===== src/rtc_ctrl_pkg.sv =====
// How it works
// - ten-bit signed trim at bits 25:16
// - positive trim adds that many pulses
// - negative trim removes pulses, minimum code 512
// - enable bit 15 runs the unit
// - enable writable only when unlock reads one
// - idle-halt bit 13 gates bus clock
// - bit 7 selects seconds clock or alarm
// - pin drives only when bit 0 set
// - bit 6 shows clock running
// - unlock settable only under system unlock
// - half-second clears on seconds write
// - register reset only by power-on reset
// - unimplemented bits read zero, ignore writes
package rtc_ctrl_pkg;
  localparam logic [11:0] CTRL_OFFSET   = 12'h000;
  localparam logic [11:0] TIME_OFFSET   = 12'h004;
  localparam logic [11:0] STATUS_OFFSET = 12'h008;
  localparam int TRIM_LSB     = 16;
  localparam int TRIM_MSB     = 25;
  localparam int ENABLE_BIT   = 15;
  localparam int IDLE_BIT     = 13;
  localparam int SRC_BIT      = 7;
  localparam int RUN_BIT      = 6;
  localparam int UNLOCK_BIT   = 3;
  localparam int SYNC_BIT     = 2;
  localparam int HALF_BIT     = 1;
  localparam int OE_BIT       = 0;
  localparam int SEC_LSB      = 8;
  localparam int SEC_MSB      = 14;
  localparam logic [31:0] CTRL_RESET = 32'h0000_0000;
  localparam logic [31:0] CTRL_WMASK = 32'h03FF_A089;
  localparam logic [31:0] TIME_WMASK = 32'h0000_7F00;
  localparam int SECONDS_PER_MINUTE = 60;
  localparam int SYNC_WINDOW        = 32;
  typedef struct packed {
    logic [9:0] trim;
    logic       enable;
    logic       idle_halt;
    logic       pin_source_select;
    logic       time_write_unlock;
    logic       pin_output_enable;
  } ctrl_t;
  typedef struct packed {
    logic [6:0] seconds;
    logic       half_second_flag;
    logic       seconds_tick;
    logic       minute_tick;
  } time_t;
endpackage


===== src/calendar_clock_control.sv =====
// The implementer's own choices: the APB register port and the register addresses.
`timescale 1ns/100ps
module calendar_clock_control #(
  parameter int unsigned NOMINAL_HALF = 16384
) (
  input  wire logic        sys_clk,
  input  wire logic        sys_rst,
  input  wire logic        por_rst,
  input  wire logic        rtc_clk_pin,
  input  wire logic        idle_mode,
  input  wire logic        sys_write_unlock,
  input  wire logic        alarm_pulse,
  input  wire logic        psel,
  input  wire logic        penable,
  input  wire logic        pwrite,
  input  wire logic [11:0] paddr,
  input  wire logic [31:0] pwdata,
  output logic             pready,
  output logic [31:0]      prdata,
  output logic             pslverr,
  output logic             rtc_pin_out,
  output logic             rtc_pin_oe,
  output logic             bus_clk_gate,
  output logic             seconds_clock
);
  import rtc_ctrl_pkg::*;

  // por_rst alone resets control state; sys_rst only clears bus/pin staging
  ctrl_t       ctrl, next_ctrl;
  time_t       tm, next_tm;
  logic [2:0]  rtc_sync, next_rtc_sync;
  logic        running, next_running;
  logic [15:0] sub_cnt, next_sub_cnt;
  logic [15:0] half_len, next_half_len;
  logic [5:0]  sec_in_min, next_sec_in_min;
  logic        pready_q, next_pready;
  logic [31:0] prdata_q, next_prdata;
  logic        pslverr_q, next_pslverr;
  logic        pin_q, next_pin;
  logic        oe_q, next_oe;
  logic        gate_q, next_gate;
  logic        secclk_q, next_secclk;
  logic        acc, acc_end, wr_ctrl, wr_time;
  logic        rtc_edge, sync_flag, last_sec;

  function automatic logic [15:0] trimmed_half(input logic [9:0] t);
    logic [15:0] base;
    base = 16'(NOMINAL_HALF);
    // negative trim shortens the minute, positive lengthens it
    if (t[9])
      trimmed_half = base - 16'({6'h00, (~t) + 10'h001});
    else
      trimmed_half = base + 16'({6'h00, t});
  endfunction

  assign acc      = psel && penable && !pready_q;
  // writes land on the edge where the master sees pready, not before
  assign acc_end  = psel && penable && pready_q;
  assign wr_ctrl  = acc_end && pwrite && paddr == CTRL_OFFSET;
  assign wr_time  = acc_end && pwrite && paddr == TIME_OFFSET;
  assign rtc_edge = rtc_sync[1] && !rtc_sync[2];
  assign last_sec = sec_in_min == 6'(SECONDS_PER_MINUTE - 1);
  // adding rather than subtracting keeps short half seconds from wrapping
  assign sync_flag = running && sub_cnt + 16'(SYNC_WINDOW) >= half_len
                     && tm.half_second_flag;

  always_comb begin
    next_ctrl = ctrl;
    if (wr_ctrl) begin
      next_ctrl.trim              = pwdata[TRIM_MSB:TRIM_LSB];
      next_ctrl.idle_halt         = pwdata[IDLE_BIT];
      next_ctrl.pin_source_select = pwdata[SRC_BIT];
      next_ctrl.pin_output_enable = pwdata[OE_BIT];
      if (ctrl.time_write_unlock)
        next_ctrl.enable = pwdata[ENABLE_BIT];
      next_ctrl.time_write_unlock =
        pwdata[UNLOCK_BIT] && (sys_write_unlock || ctrl.time_write_unlock);
    end
  end

  always_comb begin
    next_rtc_sync   = {rtc_sync[1:0], rtc_clk_pin};
    next_tm         = tm;
    next_tm.seconds_tick = 1'b0;
    next_tm.minute_tick  = 1'b0;
    next_running    = ctrl.enable;
    next_sub_cnt    = sub_cnt;
    next_half_len   = half_len;
    next_sec_in_min = sec_in_min;
    if (!ctrl.enable) begin
      next_sub_cnt = 16'h0000;
    end else if (rtc_edge) begin
      if (sub_cnt + 16'h0001 >= half_len) begin
        next_sub_cnt = 16'h0000;
        next_tm.half_second_flag = !tm.half_second_flag;
        if (tm.half_second_flag) begin
          next_tm.seconds_tick = 1'b1;
          if (last_sec) begin
            next_sec_in_min     = 6'h00;
            next_tm.minute_tick = 1'b1;
            next_tm.seconds     = 7'h00;
          end else begin
            next_sec_in_min = sec_in_min + 6'h01;
            next_tm.seconds = tm.seconds + 7'h01;
          end
        end
        // only the first half second after a minute rolls is reshaped
        if (tm.half_second_flag && last_sec)
          next_half_len = trimmed_half(ctrl.trim);
        else
          next_half_len = 16'(NOMINAL_HALF);
      end else begin
        next_sub_cnt = sub_cnt + 16'h0001;
      end
    end
    if (wr_time) begin
      next_tm.seconds          = pwdata[SEC_MSB:SEC_LSB];
      next_tm.half_second_flag = 1'b0;
      next_sub_cnt             = 16'h0000;
      // minute position follows the written seconds; no range check above 59
      next_sec_in_min          = pwdata[SEC_LSB+5:SEC_LSB];
      next_half_len            = 16'(NOMINAL_HALF);
    end
  end

  always_comb begin
    next_pready  = acc;
    next_pslverr = 1'b0;
    next_prdata  = 32'h0000_0000;
    if (acc) begin
      case (paddr)
        CTRL_OFFSET: begin
          next_prdata[TRIM_MSB:TRIM_LSB] = ctrl.trim;
          next_prdata[ENABLE_BIT]        = ctrl.enable;
          next_prdata[IDLE_BIT]          = ctrl.idle_halt;
          next_prdata[SRC_BIT]           = ctrl.pin_source_select;
          next_prdata[RUN_BIT]           = running;
          next_prdata[UNLOCK_BIT]        = ctrl.time_write_unlock;
          next_prdata[SYNC_BIT]          = sync_flag;
          next_prdata[HALF_BIT]          = tm.half_second_flag;
          next_prdata[OE_BIT]            = ctrl.pin_output_enable;
        end
        TIME_OFFSET: next_prdata[SEC_MSB:SEC_LSB] = tm.seconds;
        STATUS_OFFSET: next_prdata[5:0] = sec_in_min;
        default: next_pslverr = 1'b1;
      endcase
    end
  end

  always_comb begin
    next_secclk = tm.half_second_flag;
    next_oe     = ctrl.pin_output_enable;
    if (!ctrl.pin_output_enable)
      next_pin = 1'b0;
    else if (ctrl.pin_source_select)
      next_pin = tm.half_second_flag;
    else
      next_pin = alarm_pulse;
    next_gate = !(ctrl.idle_halt && idle_mode);
  end

  // only power-on reset reaches the control register and time keeping
  always_ff @(posedge sys_clk) begin
    if (por_rst)
      ctrl <= ctrl_t'(0);
    else
      ctrl <= next_ctrl;
  end

  // a system reset must not disturb the count, so the sync stays here too
  always_ff @(posedge sys_clk) begin
    if (por_rst) begin
      rtc_sync   <= 3'h0;
      tm         <= time_t'(0);
      running    <= 1'b0;
      sub_cnt    <= 16'h0000;
      half_len   <= 16'(NOMINAL_HALF);
      sec_in_min <= 6'h00;
    end else begin
      rtc_sync   <= next_rtc_sync;
      tm         <= next_tm;
      running    <= next_running;
      sub_cnt    <= next_sub_cnt;
      half_len   <= next_half_len;
      sec_in_min <= next_sec_in_min;
    end
  end

  always_ff @(posedge sys_clk) begin
    if (sys_rst || por_rst) begin
      pready_q  <= 1'b0;
      prdata_q  <= 32'h0000_0000;
      pslverr_q <= 1'b0;
    end else begin
      pready_q  <= next_pready;
      prdata_q  <= next_prdata;
      pslverr_q <= next_pslverr;
    end
  end

  always_ff @(posedge sys_clk) begin
    if (sys_rst || por_rst) begin
      pin_q     <= 1'b0;
      oe_q      <= 1'b0;
      gate_q    <= 1'b1;
      secclk_q  <= 1'b0;
    end else begin
      pin_q     <= next_pin;
      oe_q      <= next_oe;
      gate_q    <= next_gate;
      secclk_q  <= next_secclk;
    end
  end

  assign pready        = pready_q;
  assign prdata        = prdata_q;
  assign pslverr       = pslverr_q;
  assign rtc_pin_out   = pin_q;
  assign rtc_pin_oe    = oe_q;
  assign bus_clk_gate  = gate_q;
  assign seconds_clock = secclk_q;
endmodule


===== config.mk =====
export PLATFORM = sky130hd
export DESIGN_NAME = calendar_clock_control
export DESIGN_NICKNAME = d
export VERILOG_FILES = /design/src/rtc_ctrl_pkg.sv /design/src/calendar_clock_control.sv
export SDC_FILE = /design/constraint.sdc
export NUM_CORES = 1
export LEC_CHECK = 0
export BUFFER_PORTS_ARGS = -buffer_cell sky130_fd_sc_hd__buf_2
export CAP_MARGIN = 10
export CORE_ASPECT_RATIO = 1.4
export CORE_UTILIZATION = 40
export CTS_CLUSTER_SIZE = 8
export DETAILED_ROUTE_END_ITERATION = 6
export SLEW_MARGIN = 20
export SYNTH_ARGS = -nofsm -noshare
export SYNTH_HDL_FRONTEND = slang
export SYNTH_SLANG_ARGS = --single-unit

===== constraint.sdc =====
create_clock -name sys_clk -period 3.7 [get_ports sys_clk]
set_clock_uncertainty 0.2 [all_clocks]
set_input_delay 0.555 -clock sys_clk [delete_from_list [all_inputs] [get_ports sys_clk]]
set_output_delay 0.555 -clock sys_clk [all_outputs]
set_load 0.02 [all_outputs]

# After elaboration in Yosys (flattened, before gate mapping)
# Index checks and enable logic that the tools add are counted.
[totals]
ff_bits = 103
inputBits = 54
wordCells = 98
[classes]
addsub = 7
order_cmp = 2
eq_ne = 3
muxes = 21
n_bitwise = 7
reduce_logical = 34
[ops]
columns = ["operator", "n"]
rows = [
  ["$mux W16", 3],
  ["$mux W6", 6],
  ["$ge A16 B16 Y1", 2],
  ["$mux W10", 3],
  ["$add A15 B10 Y16 const A", 1],
  ["$add A16 B1 Y16 const B", 1],
  ["$add A16 B6 Y16 const B", 1],
  ["$sub A15 B10 Y16 const A", 1],
  ["$reduce_or A3 Y1", 5],
  ["$mux W7", 2],
  ["$eq A12 B3 Y1 const B", 1],
  ["$eq A12 B4 Y1 const B", 1],
  ["$logic_and A1 B1 Y1", 12],
  ["$logic_not A12 Y1", 1],
  ["$add A10 B1 Y10 const B", 1],
  ["$not A10 Y10", 1],
  ["$mux W8", 1],
  ["$pmux W4 S2", 1],
  ["$reduce_bool A2 Y1", 4],
  ["$add A7 B1 Y7 const B", 1],
  ["$add A6 B1 Y6 const B", 1],
  ["$eq A6 B6 Y1 const B", 1],
  ["$not A1 Y1", 6],
  ["$reduce_or A2 Y1", 3],
  ["other kinds (8)", 14],
]

# Depth between registers and ports, before layout
[logic_depth]
ltp_word = 7
depth_mapped = 16
ltp_nobuf = 13

# Worst setup path before layout
# Ideal clock, no wire load.
[synth_path]
kind = "register -> register"
start = "register sub_cnt[5]"
end = "register tm[9] in the netlist's numbering"
t_arrival_ps = 2952
required_ps = 3362
slack_ps = 409
path_stages_with_launch = 17
cell_sequence = "dfxtp_1 > ha_1 > nand3_2 > or2_1 > buf_2 > nor2_1 > nor2b_1 > or2_2 > ha_1 > a21boi_0 > o21bai_1 > nand4_1 > o31a_1 > buf_4 > buf_4 > o21ai_0 > a21oi_1"
[synth_between]
elab_chain_len = 4
[synth_lines]
columns = ["element", "line_no", "text"]
rows = [
  ["start, declared", "calendar_clock_control.sv:33", "logic [15:0] sub_cnt, next_sub_cnt;"],
  ["start signal, assigned", "calendar_clock_control.sv:183", "sub_cnt <= next_sub_cnt;"],
  ["$add A16 B1 Y16", "calendar_clock_control.sv:93", "if (sub_cnt + 16'h0001 >= half_len) begin"],
  ["$ge A16 B16 Y1", "calendar_clock_control.sv:93", ""],
  ["$reduce_bool A2 Y1 (no source line)", "--", ""],
  ["$reduce_and A4 Y1 (no source line)", "--", ""],
  ["end signal, assigned", "calendar_clock_control.sv:174", "tm <= time_t'(0);"],
  ["end signal, assigned", "calendar_clock_control.sv:181", "tm <= next_tm;"],
  ["end, declared", "calendar_clock_control.sv:30", "time_t tm, next_tm;"],
]
# Every way passes these cells.
# A chain may end at the register's enable or synchronous reset.

# Worst setup path after layout
[layout_path]
start = "register sub_cnt[5]"
end = "register half_len[14]"
[layout_between]
elab_chain_len = 3
[layout_lines]
columns = ["element", "line_no", "text"]
rows = [
  ["$add A16 B1 Y16", "calendar_clock_control.sv:93", ""],
  ["$ge A16 B16 Y1", "calendar_clock_control.sv:93", ""],
  ["$reduce_and A3 Y1 (no source line)", "--", ""],
  ["end signal, assigned", "calendar_clock_control.sv:177", "half_len <= 16'(NOMINAL_HALF);"],
  ["end signal, assigned", "calendar_clock_control.sv:184", "half_len <= next_half_len;"],
  ["end, declared", "calendar_clock_control.sv:34", "logic [15:0] half_len, next_half_len;"],
]
# Every way passes these cells.

==> results.cfg <==
[floorplanning]
die_y_um = 138.7
initial_utilization_pct = 41.27
io_pins = 92
rows = 49
die_area_sq_um = 13820
core_area_sq_um = 12940
dieWidth_um = 99.64

[global_route]
grt_max_degree = 36
antenna_found_initial = 0
grt_pass1_wl_um = 22080
grt.overflow.total = 0
grt_usage_pct = 19.80
grt_pass1_vias = 4581

[layout]
final_nets = 790
fin_util_pct = 48.38
area_growth_pct = 17.23
layout-drive-gt1-share_pct = 21.39
final_area_sq_um = 6259
antennaDiodeCount = 0

[cts]
cts.clk_slew.worst_paths_ns = 0.07
cts_tree = built
postCtsHoldBufs = 0
cts_buffers = 9
cts.path.max_buffers = 2
cts.sinks = 96
cts_root_buffer = clkbuf_16
clock_latency_ns = 0.34
htree_levels = 3

[worst_setup_path]
r2r_cells = 14
r2r_start = sub_cnt[5]
critPathMaxStageDelay_ns = 0.38
startpoint = sub_cnt[5]
path_cells = ha_4 > nand3_2 > or2_1 > nor2_2 > nor2b_1 > or2_2 > ha_1 > a21boi_0 > o21bai_1 > buf_4 > and4_4 > a21boi_4 > nand4_1 > a21o_1
worstPathArrival_ns = 3.50
endpoint = half_len[14]
r2r-end = half_len[14]
r2r_slack_ns = 0.24
worstPathRequired_ns = 3.74
startpoint_type = flip-flop
worstSetupPathType = reg2reg
crit_fanout = 6
critPathSlowestCell = dfxtp_4
crit_path_end_kind = flip-flop

[synth]
ys_seq_elements = 96
yosysSeqAreaShare_pct = 36.00
netlist.area_leader.share_pct = 36.00
synth_edf_count = 0
synth.mux.area_fraction_pct = 1.312
synth-xor-area-share_pct = 4.101
yosysTopAreaCell = dfxtp_1
synth-warning-count = 0
syn_inst = 636
synth.avg_cell_area_sq_um = 8.394
synth_top_family_by_area = simple AND/OR/NAND/NOR gates
ys.flop_type = dfxtp_1
yosys.cell_types.count = 70
yosys.area_share.simple_pct = 26.37
synth.cell_area_sq_um = 5339
async_reset_ff_share_pct = 0
synth_area_leaders = dfxtp_1 (36%), ha_1 (8.2%), nand2_1 (4.4%)
synth_compound_area_share_pct = 18.26
synthAdderAreaFrac_pct = 8.202

[timing]
fmaxAchievable_mhz = 288.8
hold_ws_ns = 0.1933
fin_crit_sh_pct = 93.60
slew_headroom_pct = 33.99
maxSlewViolCount = 0
worst_pin_slew_ns = 0.9652
setup_viol = 0
setup_tns_ns = 0
min_period_ns = 3.463
finalHoldViolCount = 0

[drt]
drt_iter0_markers = 193
routed_wl_um = 13030
vias = 4645
drcViolationCount = 0
ant_nets = 0
wl_per_cell_um = 14.73
vias_per_cell = 5.255
first_pass_iters = 4

[pwr]
power_uw = 2217
pwr-share-seq_pct = 46.7
p_comb_share_pct = 2.6
vdd_drop_max_mv = 0.1928
power.density_nw_per_um2 = 354.2
power_leakage_uw = 0.002480
p_sw_share_pct = 19.39
clkPwrFrac_pct = 50.7
p_int_uw = 1787
p_sw_uw = 429.8

[placed_design]
portBuffers = 74
gp_congestion = 0.8915
place_hpwl_um = 9892
dpl-instance-area_sq_um = 5842

[run_status]
outcome = finished, final reports clean

[hold_path]
hp-class = in2reg

[run]
cap_violations = 0
==> synthesized netlist by cell type (10+ instances only) <==
cell and n:
inv_1 24, ha_1 35, nor2_1 55, nand2_1 63, nor3_1 12, nand2_2 10, o21ai_0 12, a21oi_1 39
xnor2_1 13, nand3_1 29, a22oi_1 11, clkbuf_1 19, a21oi_2 10, and2_1 27, nor2b_1 14, xor2_1 12
dfxtp_1 96
==> layer usage <==
layer / up-vias / GRT usage (%) / routed length (um)
li1: 2350 / - / -
met1: 2164 / 23.25 / 5626
met2: 111 / 35.23 / 6602
met3: 20 / 3.982 / 507
met4: 0 / 7.121 / 289
met5: - / 0 / 0
==> worst max-delay path, delay by kind of cell, from the launching register on <==
family	cells	cell delay, ns
AND/OR/NAND/NOR	7	1.31
AO/OA/AOI/OAI	4	0.88
adder cells (fa/ha/maj)	2	0.45
flip-flops	1	0.38
buffers and inverters	1	0.15
==> kinds of logic (layout without fill, tap and decap cells) <==
family,after synthesis,in the layout
flops,96,96
mux,7,7
buf+inv,64,129
fa+ha+maj,35,35
compound gates,141,141
simple gates,267,267
other cells,1,6
xor+xnor,25,25
==> worst min-delay path by stage <==
stage	start	to	slack, ns	cells past startpoint
after floorplan	ctrl[3]	bus_clk_gate	0.19	1
after global placement	rtc_sync[0]	rtc_sync[1]	0.23	1
after detailed placement	rtc_sync[0]	rtc_sync[1]	0.24	1
after CTS	sys_rst	seconds_clock	0.18	2
after global routing	sys_rst	seconds_clock	0.19	2
final	sys_rst	seconds_clock	0.19	2
==> layout by cell type, fill, tap and decap left out, types with 5 or more instances in the layout <==
master	Yosys	routed
a2111oi_0	7	6
a21o_1	7	7
a21oi_1	39	38
a21oi_2	10	11
a22oi_1	11	11
and2_1	27	27
and3_1	7	7
buf_2	6	74
buf_4	9	14
clkbuf_16	0	9
conb_1	1	6
dfxtp_1	96	91
ha_1	35	34
inv_1	24	24
mux2i_1	7	7
nand2_1	63	63
nand2_2	10	10
nand2b_1	9	9
nand3_1	29	29
nand4_1	7	7
nor2_1	55	53
nor2b_1	14	14
nor3_1	12	11
o211ai_1	8	8
o21ai_0	12	12
o21ai_1	6	6
or2_2	5	5
or3_1	5	5
xnor2_1	13	12
xor2_1	12	12
==> sequential cells by signal, indices dropped and copies added (netlist names) <==
register / flops
rtc_sync: 3
pslverr: 1
seconds_clock: 1
ctrl: 13
running: 1
next_oe: 1
prdata: 26
rtc_pin_oe: 1
sub_cnt: 16
half_len: 15
rtc_pin_out: 1
pready: 1
next_running: 1
sec_in_min: 6
bus_clk_gate: 1
tm: 7
next_secclk: 1
==> stage by stage <==
stage	std cells	worst slack, ns
2_1_floorplan	641	0.4094
3_3_place_gp	867	0.2343
3_5_place_dp	867	0.1617
4_1_cts	883	0.1419
5_1_grt	884	-0.007879
6_report	884	0.2368
==> layout make-up <==
cell class              instances  area (sq um)
clock inverters                 5         128.9
inverters                      24         90.09
clock buffers                  11         232.7
fillers                      1269          6678
repair buffers                 89         486.7
flip-flops and latches         96          1931
multi-input cells             481          3167
well taps                     178         222.7
==> power by group through the flow <==
| stage | logic, uW | registers [uW] | clock network (uW) |
|---|---|---|---|
| global route | 63.4 | 1030 | 1190 |
| floorplan | 31.5 | 1060 | 0 |
| CTS | 58.0 | 1040 | 1150 |
| detailed placement | 58.0 | 1060 | 0 |
| finish | 57.5 | 1030 | 1120 |
| global placement | 57.3 | 1060 | 0 |
==> what timing repair did <==
action | 4_1_cts | 5_1_grt
setup buffers | 0 | 1
setup endpoints to repair | 0 | 42
resized for setup | 0 | 15
Power figures use the tool's default switching activity.
